<file path="src/design/sbg_pkg.sv">
// constants for the serial baud generator and mode control block
// assumes a single system clock that also serves as the main oscillator
`default_nettype none

package sbg_pkg;

    // ************************************************************
    // register map: printed offsets are word indices, byte = 4 * index
    // ************************************************************
    localparam int          AXI_AW     = 18;
    localparam logic [15:0] IDX_ASYNC  = 16'hFF70;
    localparam logic [15:0] IDX_SYNC   = 16'hFF72;
    localparam logic [15:0] IDX_BRGC   = 16'hFF73;
    localparam logic [15:0] IDX_STATUS = 16'hFF74;

    localparam logic [1:0] RESP_OKAY   = 2'h0;
    localparam logic [1:0] RESP_SLVERR = 2'h2;

    // ************************************************************
    // fields, masks and reset values
    // ************************************************************
    localparam int ASYNC_TXE  = 7;
    localparam int ASYNC_RXE  = 6;
    localparam int SYNC_EN    = 7;
    localparam int SYNC_DIR   = 2;
    localparam int SYNC_CSCK  = 1;
    localparam int SRC_LO     = 4;

    localparam logic [7:0] ASYNC_MASK = 8'hFC;
    localparam logic [7:0] SYNC_MASK  = 8'h86;
    localparam logic [7:0] BRGC_MASK  = 8'hF0;
    localparam logic [7:0] REG_RESET  = 8'h00;

    // ************************************************************
    // source codes and rate constants
    // ************************************************************
    localparam logic [3:0] SRC_MAX_INT = 4'h7;
    localparam logic [3:0] SRC_EXT     = 4'h8;
    localparam int         OS_W        = 4;
    localparam logic [3:0] OS_LAST     = 4'hF;
    localparam int         PRESC_W     = 8;
    localparam int         CLK_HZ      = 125_000_000;

    typedef enum logic [2:0] {
        MODE_STOP  = 3'b001,
        MODE_ASYNC = 3'b010,
        MODE_SYNC  = 3'b100
    } sbg_mode_t;

endpackage

`default_nettype wire

</file>
<file path="src/design/sbg_sync2.sv">
// two-flop synchroniser for pin inputs
// assumes the inputs are asynchronous to clk_i
`default_nettype none

module sbg_sync2 #(
    parameter int W = 2
) (
    // clock and reset
    input  wire logic         clk_i,
    input  wire logic         arst_n_i,
    // data
    input  wire logic [W-1:0] d_i,
    output logic      [W-1:0] q_o
);

    logic [W-1:0] meta_q;

    // the first stage feeds only the second stage
    always_ff @(posedge clk_i or negedge arst_n_i) begin
        if (!arst_n_i) begin
            meta_q <= '0;
            q_o    <= '0;
        end else begin
            meta_q <= d_i;
            q_o    <= meta_q;
        end
    end

endmodule

`default_nettype wire

</file>
<file path="src/design/sbg_prescaler.sv">
// power-of-two prescaler: one tick every 2^(code+1) clocks
// assumes code_i is stable except when clear_i restarts the phase
`default_nettype none

module sbg_prescaler #(
    parameter int W  = 8,
    parameter int CW = $clog2(W)
) (
    // clock and reset
    input  wire logic          clk_i,
    input  wire logic          arst_n_i,
    // control
    input  wire logic          en_i,
    input  wire logic          clear_i,
    input  wire logic [CW-1:0] code_i,
    // tick
    output logic               tick_o
);

    logic [W-1:0] cnt_q;
    logic [W-1:0] bit_ok;

    // bits above the selected power do not take part in the match
    for (genvar i = 0; i < W; i++) begin : g_bit
        assign bit_ok[i] = cnt_q[i] | (code_i < CW'(i));
    end

    always_ff @(posedge clk_i or negedge arst_n_i) begin
        if (!arst_n_i) begin
            cnt_q  <= '0;
            tick_o <= 1'b0;
        end else begin
            cnt_q  <= clear_i ? '0 : cnt_q + 1'b1;
            tick_o <= en_i & ~clear_i & (&bit_ok);
        end
    end

endmodule

`default_nettype wire

</file>
<file path="src/design/sbg_top.sv">
// baud generator and operating mode control of one serial interface
// assumes an AXI4-Lite master on clk_i and pins from outside the domain
//
// How it works
// - the clock select register takes only full byte writes; reset clears it.
// - codes 0 to 7 pick the oscillator divided by 2^n, n = code + 1.
// - code 8 (value 0x80) picks the external baud clock pin.
// - asynchronous internal bit rate is fx / 2^(n+1) / 8.
// - asynchronous external bit rate is the pin clock over sixteen.
// - internal 3-wire shift clock is fx / 2^(n+1).
// - external 3-wire shift clock ignores the clock select register.
// - three modes, stopped, asynchronous and 3-wire, picked by enable bits.
// - stopped mode moves nothing and frees the three pins for port use.
// - sync mode: bit 7 enable, bit 2 first bit, bit 1 clock source.
// - sync mode register resets to zero and accepts byte writes.
// - async mode: bit 7 transmit, bit 6 receive enable; reset clears all.
// - asynchronous transmit and receive run independently, full duplex.
// - a 500 kHz pin clock gives the 31.25 kbps instrument link rate.
//
// The implementer's own choice: the AXI4-Lite slave port.
`default_nettype none

module sbg_top (
    // clock and reset
    input  wire logic                         clk_i,
    input  wire logic                         arst_n_i,
    // axi4-lite write address and data
    input  wire logic [sbg_pkg::AXI_AW-1:0]   s_axi_awaddr_i,
    input  wire logic                         s_axi_awvalid_i,
    output logic                              s_axi_awready_o,
    input  wire logic [31:0]                  s_axi_wdata_i,
    input  wire logic [3:0]                   s_axi_wstrb_i,
    input  wire logic                         s_axi_wvalid_i,
    output logic                              s_axi_wready_o,
    // axi4-lite write response
    output logic [1:0]                        s_axi_bresp_o,
    output logic                              s_axi_bvalid_o,
    input  wire logic                         s_axi_bready_i,
    // axi4-lite read
    input  wire logic [sbg_pkg::AXI_AW-1:0]   s_axi_araddr_i,
    input  wire logic                         s_axi_arvalid_i,
    output logic                              s_axi_arready_o,
    output logic [31:0]                       s_axi_rdata_o,
    output logic [1:0]                        s_axi_rresp_o,
    output logic                              s_axi_rvalid_o,
    input  wire logic                         s_axi_rready_i,
    // pins
    input  wire logic                         ext_baud_clock_pin_i,
    input  wire logic                         sync_shift_clock_pin_i,
    output logic                              sync_shift_clock_pin_o,
    output logic                              sync_shift_clock_pin_oe_n_o,
    // rate ticks towards the serial datapaths
    output logic                              os_tick_o,
    output logic                              baud_tick_o,
    output logic                              shift_clk_o,
    // mode state towards datapaths and port logic
    output logic                              tx_enable_o,
    output logic                              rx_enable_o,
    output logic                              sync_serial_enable_o,
    output logic                              first_bit_lsb_o,
    output logic                              port_pins_free_o
);

    // ************************************************************
    // registers and state
    // ************************************************************
    logic [7:0]               async_mode_control_q;
    logic [7:0]               sync_mode_control_q;
    logic [7:0]               baud_clock_select_q;
    sbg_pkg::sbg_mode_t       mode_q;
    sbg_pkg::sbg_mode_t       mode_d;
    logic [sbg_pkg::OS_W-1:0] os_cnt_q;
    logic                     ext_dly_q;

    logic                     aw_full_q;
    logic                     w_full_q;
    logic [15:0]              aw_idx_q;
    logic [7:0]               w_byte_q;
    logic                     w_lane0_q;
    logic [15:0]              ar_idx;

    // ************************************************************
    // bus decode
    // ************************************************************
    wire wr_fire    = aw_full_q & w_full_q & ~s_axi_bvalid_o;
    wire wr_async   = aw_idx_q == sbg_pkg::IDX_ASYNC;
    wire wr_sync    = aw_idx_q == sbg_pkg::IDX_SYNC;
    wire wr_brgc    = aw_idx_q == sbg_pkg::IDX_BRGC;
    wire wr_status  = aw_idx_q == sbg_pkg::IDX_STATUS;
    wire wr_mapped  = wr_async | wr_sync | wr_brgc | wr_status;
    wire wr_take    = wr_fire & w_lane0_q;
    wire brgc_wr    = wr_take & wr_brgc;

    assign ar_idx   = s_axi_araddr_i[sbg_pkg::AXI_AW-1:2];
    wire ar_fire    = s_axi_arvalid_i & s_axi_arready_o;
    wire rd_async   = ar_idx == sbg_pkg::IDX_ASYNC;
    wire rd_sync    = ar_idx == sbg_pkg::IDX_SYNC;
    wire rd_brgc    = ar_idx == sbg_pkg::IDX_BRGC;
    wire rd_status  = ar_idx == sbg_pkg::IDX_STATUS;
    wire rd_mapped  = rd_async | rd_sync | rd_brgc | rd_status;

    // ************************************************************
    // mode and source decode
    // ************************************************************
    wire tx_on      = async_mode_control_q[sbg_pkg::ASYNC_TXE];
    wire rx_on      = async_mode_control_q[sbg_pkg::ASYNC_RXE];
    wire sync_on    = sync_mode_control_q[sbg_pkg::SYNC_EN];
    wire sync_int   = sync_mode_control_q[sbg_pkg::SYNC_CSCK];
    // mixed enables are prohibited and fall back to stopped
    assign mode_d   = (sync_on & ~tx_on & ~rx_on) ? sbg_pkg::MODE_SYNC :
                      (~sync_on & (tx_on | rx_on)) ? sbg_pkg::MODE_ASYNC :
                      sbg_pkg::MODE_STOP;

    wire [3:0] src_code = baud_clock_select_q[7:sbg_pkg::SRC_LO];
    wire code_int   = src_code <= sbg_pkg::SRC_MAX_INT;
    wire code_ext   = src_code == sbg_pkg::SRC_EXT;
    wire bad_code   = ~code_int & ~code_ext;
    wire is_async   = mode_q == sbg_pkg::MODE_ASYNC;
    wire is_sync    = mode_q == sbg_pkg::MODE_SYNC;
    wire int_shift  = is_sync & sync_int;
    wire ext_shift  = is_sync & ~sync_int;

    // a write restarts the divider phase, which is why writes mid-transfer corrupt it
    wire presc_clr  = brgc_wr | (mode_q == sbg_pkg::MODE_STOP);
    wire presc_en   = code_int & (is_async | int_shift);
    wire presc_tick;

    logic [1:0] pin_s;
    wire ext_s      = pin_s[0];
    wire sck_s      = pin_s[1];
    wire ext_rise   = ext_s & ~ext_dly_q;

    // external pin source counts only in asynchronous mode
    wire async_tick = is_async & ((code_int & presc_tick) |
                                  (code_ext & ext_rise));
    wire int_tick   = int_shift & code_int & presc_tick;
    wire os_clr     = ~is_async | brgc_wr;

    // ************************************************************
    // helpers
    // ************************************************************
    sbg_sync2 #(
        .W        (2)
    ) u_sync (
        .clk_i    (clk_i),
        .arst_n_i (arst_n_i),
        .d_i      ({sync_shift_clock_pin_i, ext_baud_clock_pin_i}),
        .q_o      (pin_s)
    );

    sbg_prescaler #(
        .W        (sbg_pkg::PRESC_W)
    ) u_presc (
        .clk_i    (clk_i),
        .arst_n_i (arst_n_i),
        .en_i     (presc_en),
        .clear_i  (presc_clr),
        .code_i   (src_code[2:0]),
        .tick_o   (presc_tick)
    );

    // ************************************************************
    // axi4-lite write channel
    // ************************************************************
    always_ff @(posedge clk_i or negedge arst_n_i) begin
        if (!arst_n_i) begin
            aw_full_q       <= 1'b0;
            w_full_q        <= 1'b0;
            aw_idx_q        <= '0;
            w_byte_q        <= '0;
            w_lane0_q       <= 1'b0;
            s_axi_awready_o <= 1'b1;
            s_axi_wready_o  <= 1'b1;
            s_axi_bvalid_o  <= 1'b0;
            s_axi_bresp_o   <= sbg_pkg::RESP_OKAY;
        end else begin
            if (s_axi_awvalid_i & s_axi_awready_o) begin
                aw_full_q       <= 1'b1;
                aw_idx_q        <= s_axi_awaddr_i[sbg_pkg::AXI_AW-1:2];
                s_axi_awready_o <= 1'b0;
            end
            if (s_axi_wvalid_i & s_axi_wready_o) begin
                w_full_q       <= 1'b1;
                w_byte_q       <= s_axi_wdata_i[7:0];
                w_lane0_q      <= s_axi_wstrb_i[0];
                s_axi_wready_o <= 1'b0;
            end
            if (wr_fire) begin
                s_axi_bvalid_o <= 1'b1;
                s_axi_bresp_o  <= wr_mapped ? sbg_pkg::RESP_OKAY : sbg_pkg::RESP_SLVERR;
            end
            if (s_axi_bvalid_o & s_axi_bready_i) begin
                s_axi_bvalid_o  <= 1'b0;
                aw_full_q       <= 1'b0;
                w_full_q        <= 1'b0;
                s_axi_awready_o <= 1'b1;
                s_axi_wready_o  <= 1'b1;
            end
        end
    end

    // ************************************************************
    // mode registers
    // ************************************************************
    always_ff @(posedge clk_i or negedge arst_n_i) begin
        if (!arst_n_i) begin
            async_mode_control_q <= sbg_pkg::REG_RESET;
            sync_mode_control_q  <= sbg_pkg::REG_RESET;
            baud_clock_select_q  <= sbg_pkg::REG_RESET;
        end else begin
            if (wr_take & wr_async) begin
                async_mode_control_q <= w_byte_q & sbg_pkg::ASYNC_MASK;
            end
            if (wr_take & wr_sync) begin
                sync_mode_control_q <= w_byte_q & sbg_pkg::SYNC_MASK;
            end
            if (brgc_wr) begin
                baud_clock_select_q <= w_byte_q & sbg_pkg::BRGC_MASK;
            end
        end
    end

    // ************************************************************
    // axi4-lite read channel
    // ************************************************************
    wire [7:0] status_byte = {3'h0, bad_code, sync_shift_clock_pin_o, mode_q};
    wire [7:0] rd_byte = rd_async  ? async_mode_control_q :
                         rd_sync   ? sync_mode_control_q :
                         rd_brgc   ? baud_clock_select_q :
                         rd_status ? status_byte : 8'h00;

    always_ff @(posedge clk_i or negedge arst_n_i) begin
        if (!arst_n_i) begin
            s_axi_arready_o <= 1'b1;
            s_axi_rvalid_o  <= 1'b0;
            s_axi_rdata_o   <= '0;
            s_axi_rresp_o   <= sbg_pkg::RESP_OKAY;
        end else begin
            if (ar_fire) begin
                s_axi_arready_o <= 1'b0;
                s_axi_rvalid_o  <= 1'b1;
                s_axi_rdata_o   <= {24'h000000, rd_byte};
                s_axi_rresp_o   <= rd_mapped ? sbg_pkg::RESP_OKAY : sbg_pkg::RESP_SLVERR;
            end else if (s_axi_rvalid_o & s_axi_rready_i) begin
                s_axi_rvalid_o  <= 1'b0;
                s_axi_arready_o <= 1'b1;
            end
        end
    end

    // ************************************************************
    // rate generation
    // ************************************************************
    wire [sbg_pkg::OS_W-1:0] os_cnt_d = os_clr ? '0 :
                                        async_tick ? os_cnt_q + 1'b1 : os_cnt_q;
    // shift clock idles high and toggles once per source period
    wire shift_d = ~int_shift ? 1'b1 : (int_tick ? ~sync_shift_clock_pin_o :
                                        sync_shift_clock_pin_o);

    always_ff @(posedge clk_i or negedge arst_n_i) begin
        if (!arst_n_i) begin
            ext_dly_q                   <= 1'b0;
            os_cnt_q                    <= '0;
            os_tick_o                   <= 1'b0;
            baud_tick_o                 <= 1'b0;
            sync_shift_clock_pin_o      <= 1'b1;
            sync_shift_clock_pin_oe_n_o <= 1'b1;
            shift_clk_o                 <= 1'b1;
        end else begin
            ext_dly_q   <= ext_s;
            os_cnt_q    <= os_cnt_d;
            os_tick_o   <= async_tick & ~brgc_wr;
            baud_tick_o <= async_tick & ~brgc_wr & (os_cnt_q == sbg_pkg::OS_LAST);
            sync_shift_clock_pin_o      <= shift_d;
            sync_shift_clock_pin_oe_n_o <= ~int_shift;
            shift_clk_o <= ext_shift ? sck_s : shift_d;
        end
    end

    // ************************************************************
    // mode outputs
    // ************************************************************
    always_ff @(posedge clk_i or negedge arst_n_i) begin
        if (!arst_n_i) begin
            mode_q               <= sbg_pkg::MODE_STOP;
            tx_enable_o          <= 1'b0;
            rx_enable_o          <= 1'b0;
            sync_serial_enable_o <= 1'b0;
            first_bit_lsb_o      <= 1'b0;
            port_pins_free_o     <= 1'b1;
        end else begin
            mode_q               <= mode_d;
            tx_enable_o          <= (mode_d == sbg_pkg::MODE_ASYNC) & tx_on;
            rx_enable_o          <= (mode_d == sbg_pkg::MODE_ASYNC) & rx_on;
            sync_serial_enable_o <= mode_d == sbg_pkg::MODE_SYNC;
            first_bit_lsb_o      <= sync_mode_control_q[sbg_pkg::SYNC_DIR];
            port_pins_free_o     <= mode_d == sbg_pkg::MODE_STOP;
        end
    end

    // ************************************************************
    // checks
    // ************************************************************
    logic [sbg_pkg::OS_W-1:0] chk_os_q;
    always_ff @(posedge clk_i or negedge arst_n_i) begin
        if (!arst_n_i) begin
            chk_os_q <= '0;
        end else begin
            chk_os_q <= (os_clr | baud_tick_o) ? '0 : chk_os_q + 4'(os_tick_o);
        end
    end
endmodule

`default_nettype wire

</file>
<file path="config.mk">
export PLATFORM = sky130hd
export DESIGN_NAME = sbg_top
export DESIGN_NICKNAME = d
export VERILOG_FILES = /design/src/design/sbg_pkg.sv /design/src/design/sbg_sync2.sv /design/src/design/sbg_prescaler.sv /design/src/design/sbg_top.sv
export SDC_FILE = /design/constraint.sdc
export NUM_CORES = 1
export LEC_CHECK = 0
export BUFFER_PORTS_ARGS = -buffer_cell sky130_fd_sc_hd__buf_2
export CAP_MARGIN = 5
export CORE_ASPECT_RATIO = 0.75
export CORE_UTILIZATION = 50
export DETAILED_ROUTE_END_ITERATION = 6
export PLACE_DENSITY = 0.89
export SYNTH_ARGS = -nofsm -noshare
export SYNTH_HDL_FRONTEND = slang
export SYNTH_SLANG_ARGS = --single-unit
</file>
<file path="constraint.sdc">
create_clock -name clk_i -period 2 [get_ports clk_i]
set_input_delay 0.4 -clock clk_i [delete_from_list [all_inputs] [get_ports clk_i]]
set_output_delay 0.4 -clock clk_i [all_outputs]
set_load 0.02 [all_outputs]
</file>
-- Word-level counts from Yosys, hierarchy flattened
Cells that the tools add are included.
- register bits after elaboration: 88
- bits of input ports: 81
- output and inout bits: 51
- word-level logic and storage cells: 156
- $add $sub $neg: 2
- order comparisons: 9
- equal/unequal tests: 16
- multiplexer cells: 28
- bitwise operators: 62
- reduce and logical (&&, ||, !) cells: 6
- operators by type and width (kind ; count):
    == test 16 bit, second input constant ; 8
    two-way mux 8 bit ; 4
    bitwise AND 1 bit ; 30
    bitwise OR 1 bit ; 19
    two-way mux 1 bit ; 17
    inverter 1 bit ; 13
    less-than comparator 3 bit, second input constant ; 4
    nonzero test 2 bit ; 5
    adder 8 x 1 -> 8 bit, second input constant ; 1
    == test 4 bit, second input constant ; 2
    two-way mux 4 bit ; 2
    AND reduction 8 bit ; 1
    == test 3 x 1 -> 1 bit, second input constant ; 2
    == test 3 x 2 -> 1 bit, second input constant ; 2
    == test 3 bit, second input constant ; 2
    less-than comparator 3 x 1 -> 1 bit, second input constant ; 2
    less-than comparator 3 x 2 -> 1 bit, second input constant ; 2
    two-way mux 2 bit ; 3
    two-way mux 5 bit ; 1
    adder 4 x 1 -> 4 bit, second input constant ; 1
    less-or-equal comparator 4 x 3 -> 1 bit, second input constant ; 1
    two-way mux 3 bit ; 1

-- Logic depth before layout (Yosys ltp)
- word-level depth: 8
- depth in mapped cells: 5
- mapped depth without buffers: 5

-- Hierarchy
From an unflattened synthesis, not the netlist that was laid out.
- cell total of the unflattened synthesis: 310
- area total of the unflattened synthesis: 3722.3 um2
- modules (own cells, without submodules) (module ; instances ; cells each ; area an instance (um2) ; seq. area each (um2)):
    sbg_top ; 1 ; 264 ; 3185.6 ; 1785.5
    sbg_prescaler ; 1 ; 42 ; 436.7 ; 225.2
    sbg_sync2 ; 1 ; 4 ; 100.1 ; 100.1

-- Worst setup path after synthesis
No wires, ideal clock.
- path kind: reg-to-reg
- start point: register s_axi_bvalid_o
- end point: register u_presc.tick_o
- library setup time: 0.121 ns
- arrival: 1.519 ns
- data required time: 1.879 ns
- setup slack: 0.360 ns
- stages on the path, launching flop included: 5
- buffers on the path: 0
- period minus slack after synthesis: 1.640 ns
- cells stage by stage: dfrtp_1 nand3b_4 or3_1 o21ai_4 and4b_1
- cells in the longest elaborated chain, start to end: 8
- ends and longest elaborated chain (item ; line ; RTL):
    start: declaration ; sbg_top.sv:37 ; output logic s_axi_bvalid_o,
    start signal: assignment ; sbg_top.sv:174 ; s_axi_bvalid_o <= 1'b0;
    start signal: assignment ; sbg_top.sv:189 ; s_axi_bvalid_o <= 1'b1;
    start signal: assignment ; sbg_top.sv:193 ; s_axi_bvalid_o <= 1'b0;
    inverter 1 bit ; sbg_top.sv:85 ; wire wr_fire = aw_full_q & w_full_q & ~s_axi_bvalid_o;
    bitwise AND 1 bit ; sbg_top.sv:85 ;
    bitwise AND 1 bit ; sbg_top.sv:91 ; wire wr_take = wr_fire & w_lane0_q;
    bitwise AND 1 bit ; sbg_top.sv:92 ; wire brgc_wr = wr_take & wr_brgc;
    bitwise OR 1 bit ; sbg_top.sv:124 ; wire presc_clr = brgc_wr | (mode_q == sbg_pkg::MODE_STOP);
    inverter 1 bit ; sbg_prescaler.sv:34 ; tick_o <= en_i & ~clear_i & (&bit_ok);
    bitwise AND 1 bit (2 in series) ; sbg_prescaler.sv:34 ;
    end signal: assignment ; sbg_prescaler.sv:34 ;
    end: declaration ; sbg_prescaler.sv:17 ; output logic tick_o
Every way passes these cells.
A chain may end at the register's enable or synchronous reset.

-- Worst setup path after layout
- start point: register s_axi_bvalid_o
- end point: register baud_tick_o
- cells in the longest elaborated chain, start to end: 7
- ends and longest elaborated chain (item ; line ; RTL):
    inverter 1 bit ; sbg_top.sv:85 ;
    bitwise AND 1 bit ; sbg_top.sv:85 ;
    bitwise AND 1 bit ; sbg_top.sv:91 ;
    bitwise AND 1 bit ; sbg_top.sv:92 ;
    inverter 1 bit ; sbg_top.sv:273 ; baud_tick_o <= async_tick & ~brgc_wr & (os_cnt_q == sbg_pkg::OS_LAST);
    bitwise AND 1 bit (2 in series) ; sbg_top.sv:273 ;
    end signal: assignment ; sbg_top.sv:273 ;
    end: declaration ; sbg_top.sv:54 ; output logic baud_tick_o,
Every way passes these cells.

==> impl_metrics.tcl <==
set metrics [dict create \
    avgRoutedWirePerCell_microns 14.6 \
    core_area_sq_um 7030 \
    ys_seq_area_share_pct 56.5 \
    io_pins 132 \
    clock_latency_ps 350 \
    yosys_warnings 0 \
    cts-resized-gates 0 \
    yosysUniqueCellTypes 46 \
    post-cts-setup-buffers 0 \
    powerDensity_nw_per_um2 986 \
    max_clock_freq_mhz 549 \
    cp.required_ps 2220 \
    rows 26 \
    ys.flop_type "dfrtp_1" \
    total_power_w 0.00432 \
    final_nets 467 \
    finalCritPeriodShare_pct 91.0 \
    syn_area_sq_um 3740 \
    ir_drop_v 0.000749 \
    multi_input_area_sq_um 1500 \
    holdBufCountCts 0 \
    min_path_type "input pin to asynchronous set/reset pin" \
    critPathKind "register to register" \
    fill_cells 574 \
    hold_viol 0 \
    dp_hpwl_microns 5310 \
    wirelength_microns 7090 \
    cts_sinks 84 \
    grt_pass1_vias 2348 \
    synth_seq_cells 84 \
    die_area_sq_um 7830 \
    root_buffer "clkbuf_8" \
    regArea_sq_um 2110 \
    syn_avg_cell_area_sq_um 12.5 \
    report.final.slew_viol_count 0 \
    clock_path_buffers 2 \
    antenna_found_initial 0 \
    mostFrequentLayoutCells "77 x dfrtp_1, 72 x buf_2, 40 x mux2_2" \
    period_needed_ps 1820 \
    grt_max_degree 42 \
    final_common_cell "dfrtp_1" \
    cp_max_fo 6 \
    slew_headroom_pct 64.6 \
    end_kind "register" \
    cp-start-kind "register" \
    worst_slew_pin_slew_ps 531 \
    async_reset_ff_share_pct 100 \
    synth-edff-count 0 \
    drt_iter0_drc 100 \
    gp_congestion 0.800 \
    outcome "completed" \
    critPathArrivalTime_ps 2040 \
    p_leak_nw 2.12 \
    grt_use_total_pct 19.4 \
    rsz0062_at_grt "false" \
    die_w_microns 102 \
    drtAntennaViolNets 0 \
    h-tree-depth 3 \
    clock_skew_ps 9.36 \
    cts_tree "done" \
    cts_buffers 9 \
    tns_ps 0 \
    n_antenna_cell 0 \
    synthCells 298 \
    dr.pass1.iters 4 \
    grt_pass1_wl_microns 11400 \
    drc_errors 0 \
    setup_viol 0 \
    cap_violations 0 \
    portBuffers 73 \
    clk_pin_slew_ps 80 \
    die_y_microns 76.9 \
    via_per_inst 5.12 \
    drive_above_1_share_pct 38.8 \
    globalRouteOverflowTotal 0 \
    synthToLayoutAreaGrowth_pct 17.2 \
    vias 2495 \
    start_util_pct 53.2 \
]
[cell type report]
class                           count  area share [%]
Clock buffer                       12            3.09
Clock inverter                      4            1.71
Inverter                            6           0.514
Multi-Input combinational cell    205            34.1
Sequential cell                    84            48.2
Tap cell                           98            2.80
Timing Repair Buffer               78            9.54
[logic make-up after synthesis]
kind of cell | count (synthesis) | share of synthesized area (%)
xor gates and xnor gates | 10 | 2.34
DFF | 84 | 56.5
buffers and inverters | 34 | 6.03
AOI/OAI and AO/OA | 40 | 7.26
other | 1 | 0.100
adders and majority gates | 2 | 0.669
and+or+nand+nor | 85 | 14.5
muxes | 42 | 12.6
[per-layer routing]
metal	up-vias	wire length, microns	track usage (%)
met5	-	0	0
met4	0	84	4.29
met3	9	497	7.93
met2	107	3160	28.8
met1	1200	3350	26.7
li1	1179	-	-
[power by group]
part,switching [W],total (W),internal [W]
clock,0.000580,0.00128,0.000705
combinational,0.000350,0.000738,0.000388
sequential,0.000271,0.00229,0.00202
total,0.00120,0.00432,0.00312
[sequential cells by signal (all words and copies together) (netlist names), 2 cells and up]
signal	count
u_presc.cnt_q	8
aw_idx_q	16
u_sync.q_o	2
os_cnt_q	4
s_axi_rdata_o	8
sync_mode_control_q	3
mode_q	2
w_byte_q	7
async_mode_control_q	6
u_sync.meta_q	2
baud_clock_select_q	4
[worst paths after layout]
check	start	to	slack, ps	depth (start not counted)
min in group clk_i	ext_baud_clock_pin_i	u_sync.meta_q[0]$_DFF_PN0_	150	1
worst min-delay path	arst_n_i	baud_tick_o$_DFF_PN0_	20	1
worst max register to register	s_axi_bvalid_o$_DFFE_PN0P_	baud_tick_o$_DFF_PN0_	180	4
worst max-delay path	s_axi_bvalid_o$_DFFE_PN0P_	baud_tick_o$_DFF_PN0_	180	4
worst min register to register	u_sync.meta_q[0]$_DFF_PN0_	u_sync.q_o[0]$_DFF_PN0_	350	0
max in group asynchronous	arst_n_i	s_axi_arready_o$_DFFE_PN1P_	1350	2
[through the flow]
stage / instances / utilization, % / setup WS (ps) / cell area (sq um) / hold WS (ps)
global placement: 471 / 59.3 / 212 / 4170 / 336
global route: 487 / 62.3 / 104 / 4380 / 39.9
detailed placement: 471 / 59.3 / 181 / 4170 / 339
CTS: 487 / 62.3 / 192 / 4380 / 21.8
finish: 487 / 62.3 / 179 / 4380 / 21.5
floorplan: 323 / - / 360 / 3830 / 104
[worst max-delay path: stages, from the launching register on]
cell and delay [ps]:
dfrtp_1 450, nand3b_4 220, or3_1 460, o21ai_1 440
nor3_1 120
[cell usage after synthesis (2+ instances only)]
| cell type | count | area [sq um] |
|---|---|---|
| dfrtp_1 | 77 | 1930 |
| mux2_2 | 40 | 450 |
| buf_4 | 26 | 195 |
| nor2_1 | 22 | 82.6 |
| o21ai_0 | 11 | 55.1 |
| a21oi_1 | 10 | 50.1 |
| a22o_1 | 10 | 87.6 |
| nand2_1 | 10 | 37.5 |
| nor2b_1 | 8 | 50.1 |
| xor2_1 | 8 | 70.1 |
| dfstp_2 | 7 | 184 |
| nand3_1 | 7 | 35.0 |
| inv_1 | 6 | 22.5 |
| and2_1 | 5 | 31.3 |
| and3_1 | 3 | 18.8 |
| nand4_1 | 3 | 18.8 |
| nand4b_1 | 3 | 26.3 |
| nor3_1 | 3 | 15.0 |
| a22oi_1 | 2 | 15.0 |
| clkbuf_1 | 2 | 7.51 |
| ha_1 | 2 | 25.0 |
| mux2i_1 | 2 | 20.0 |
| nand3b_1 | 2 | 15.0 |
| nand4_2 | 2 | 25.0 |
| nor3b_1 | 2 | 15.0 |
| nor4_1 | 2 | 12.5 |
| or3_1 | 2 | 12.5 |
| or4_4 | 2 | 22.5 |
| xnor2_1 | 2 | 17.5 |
(Power assumes the default switching activity.)
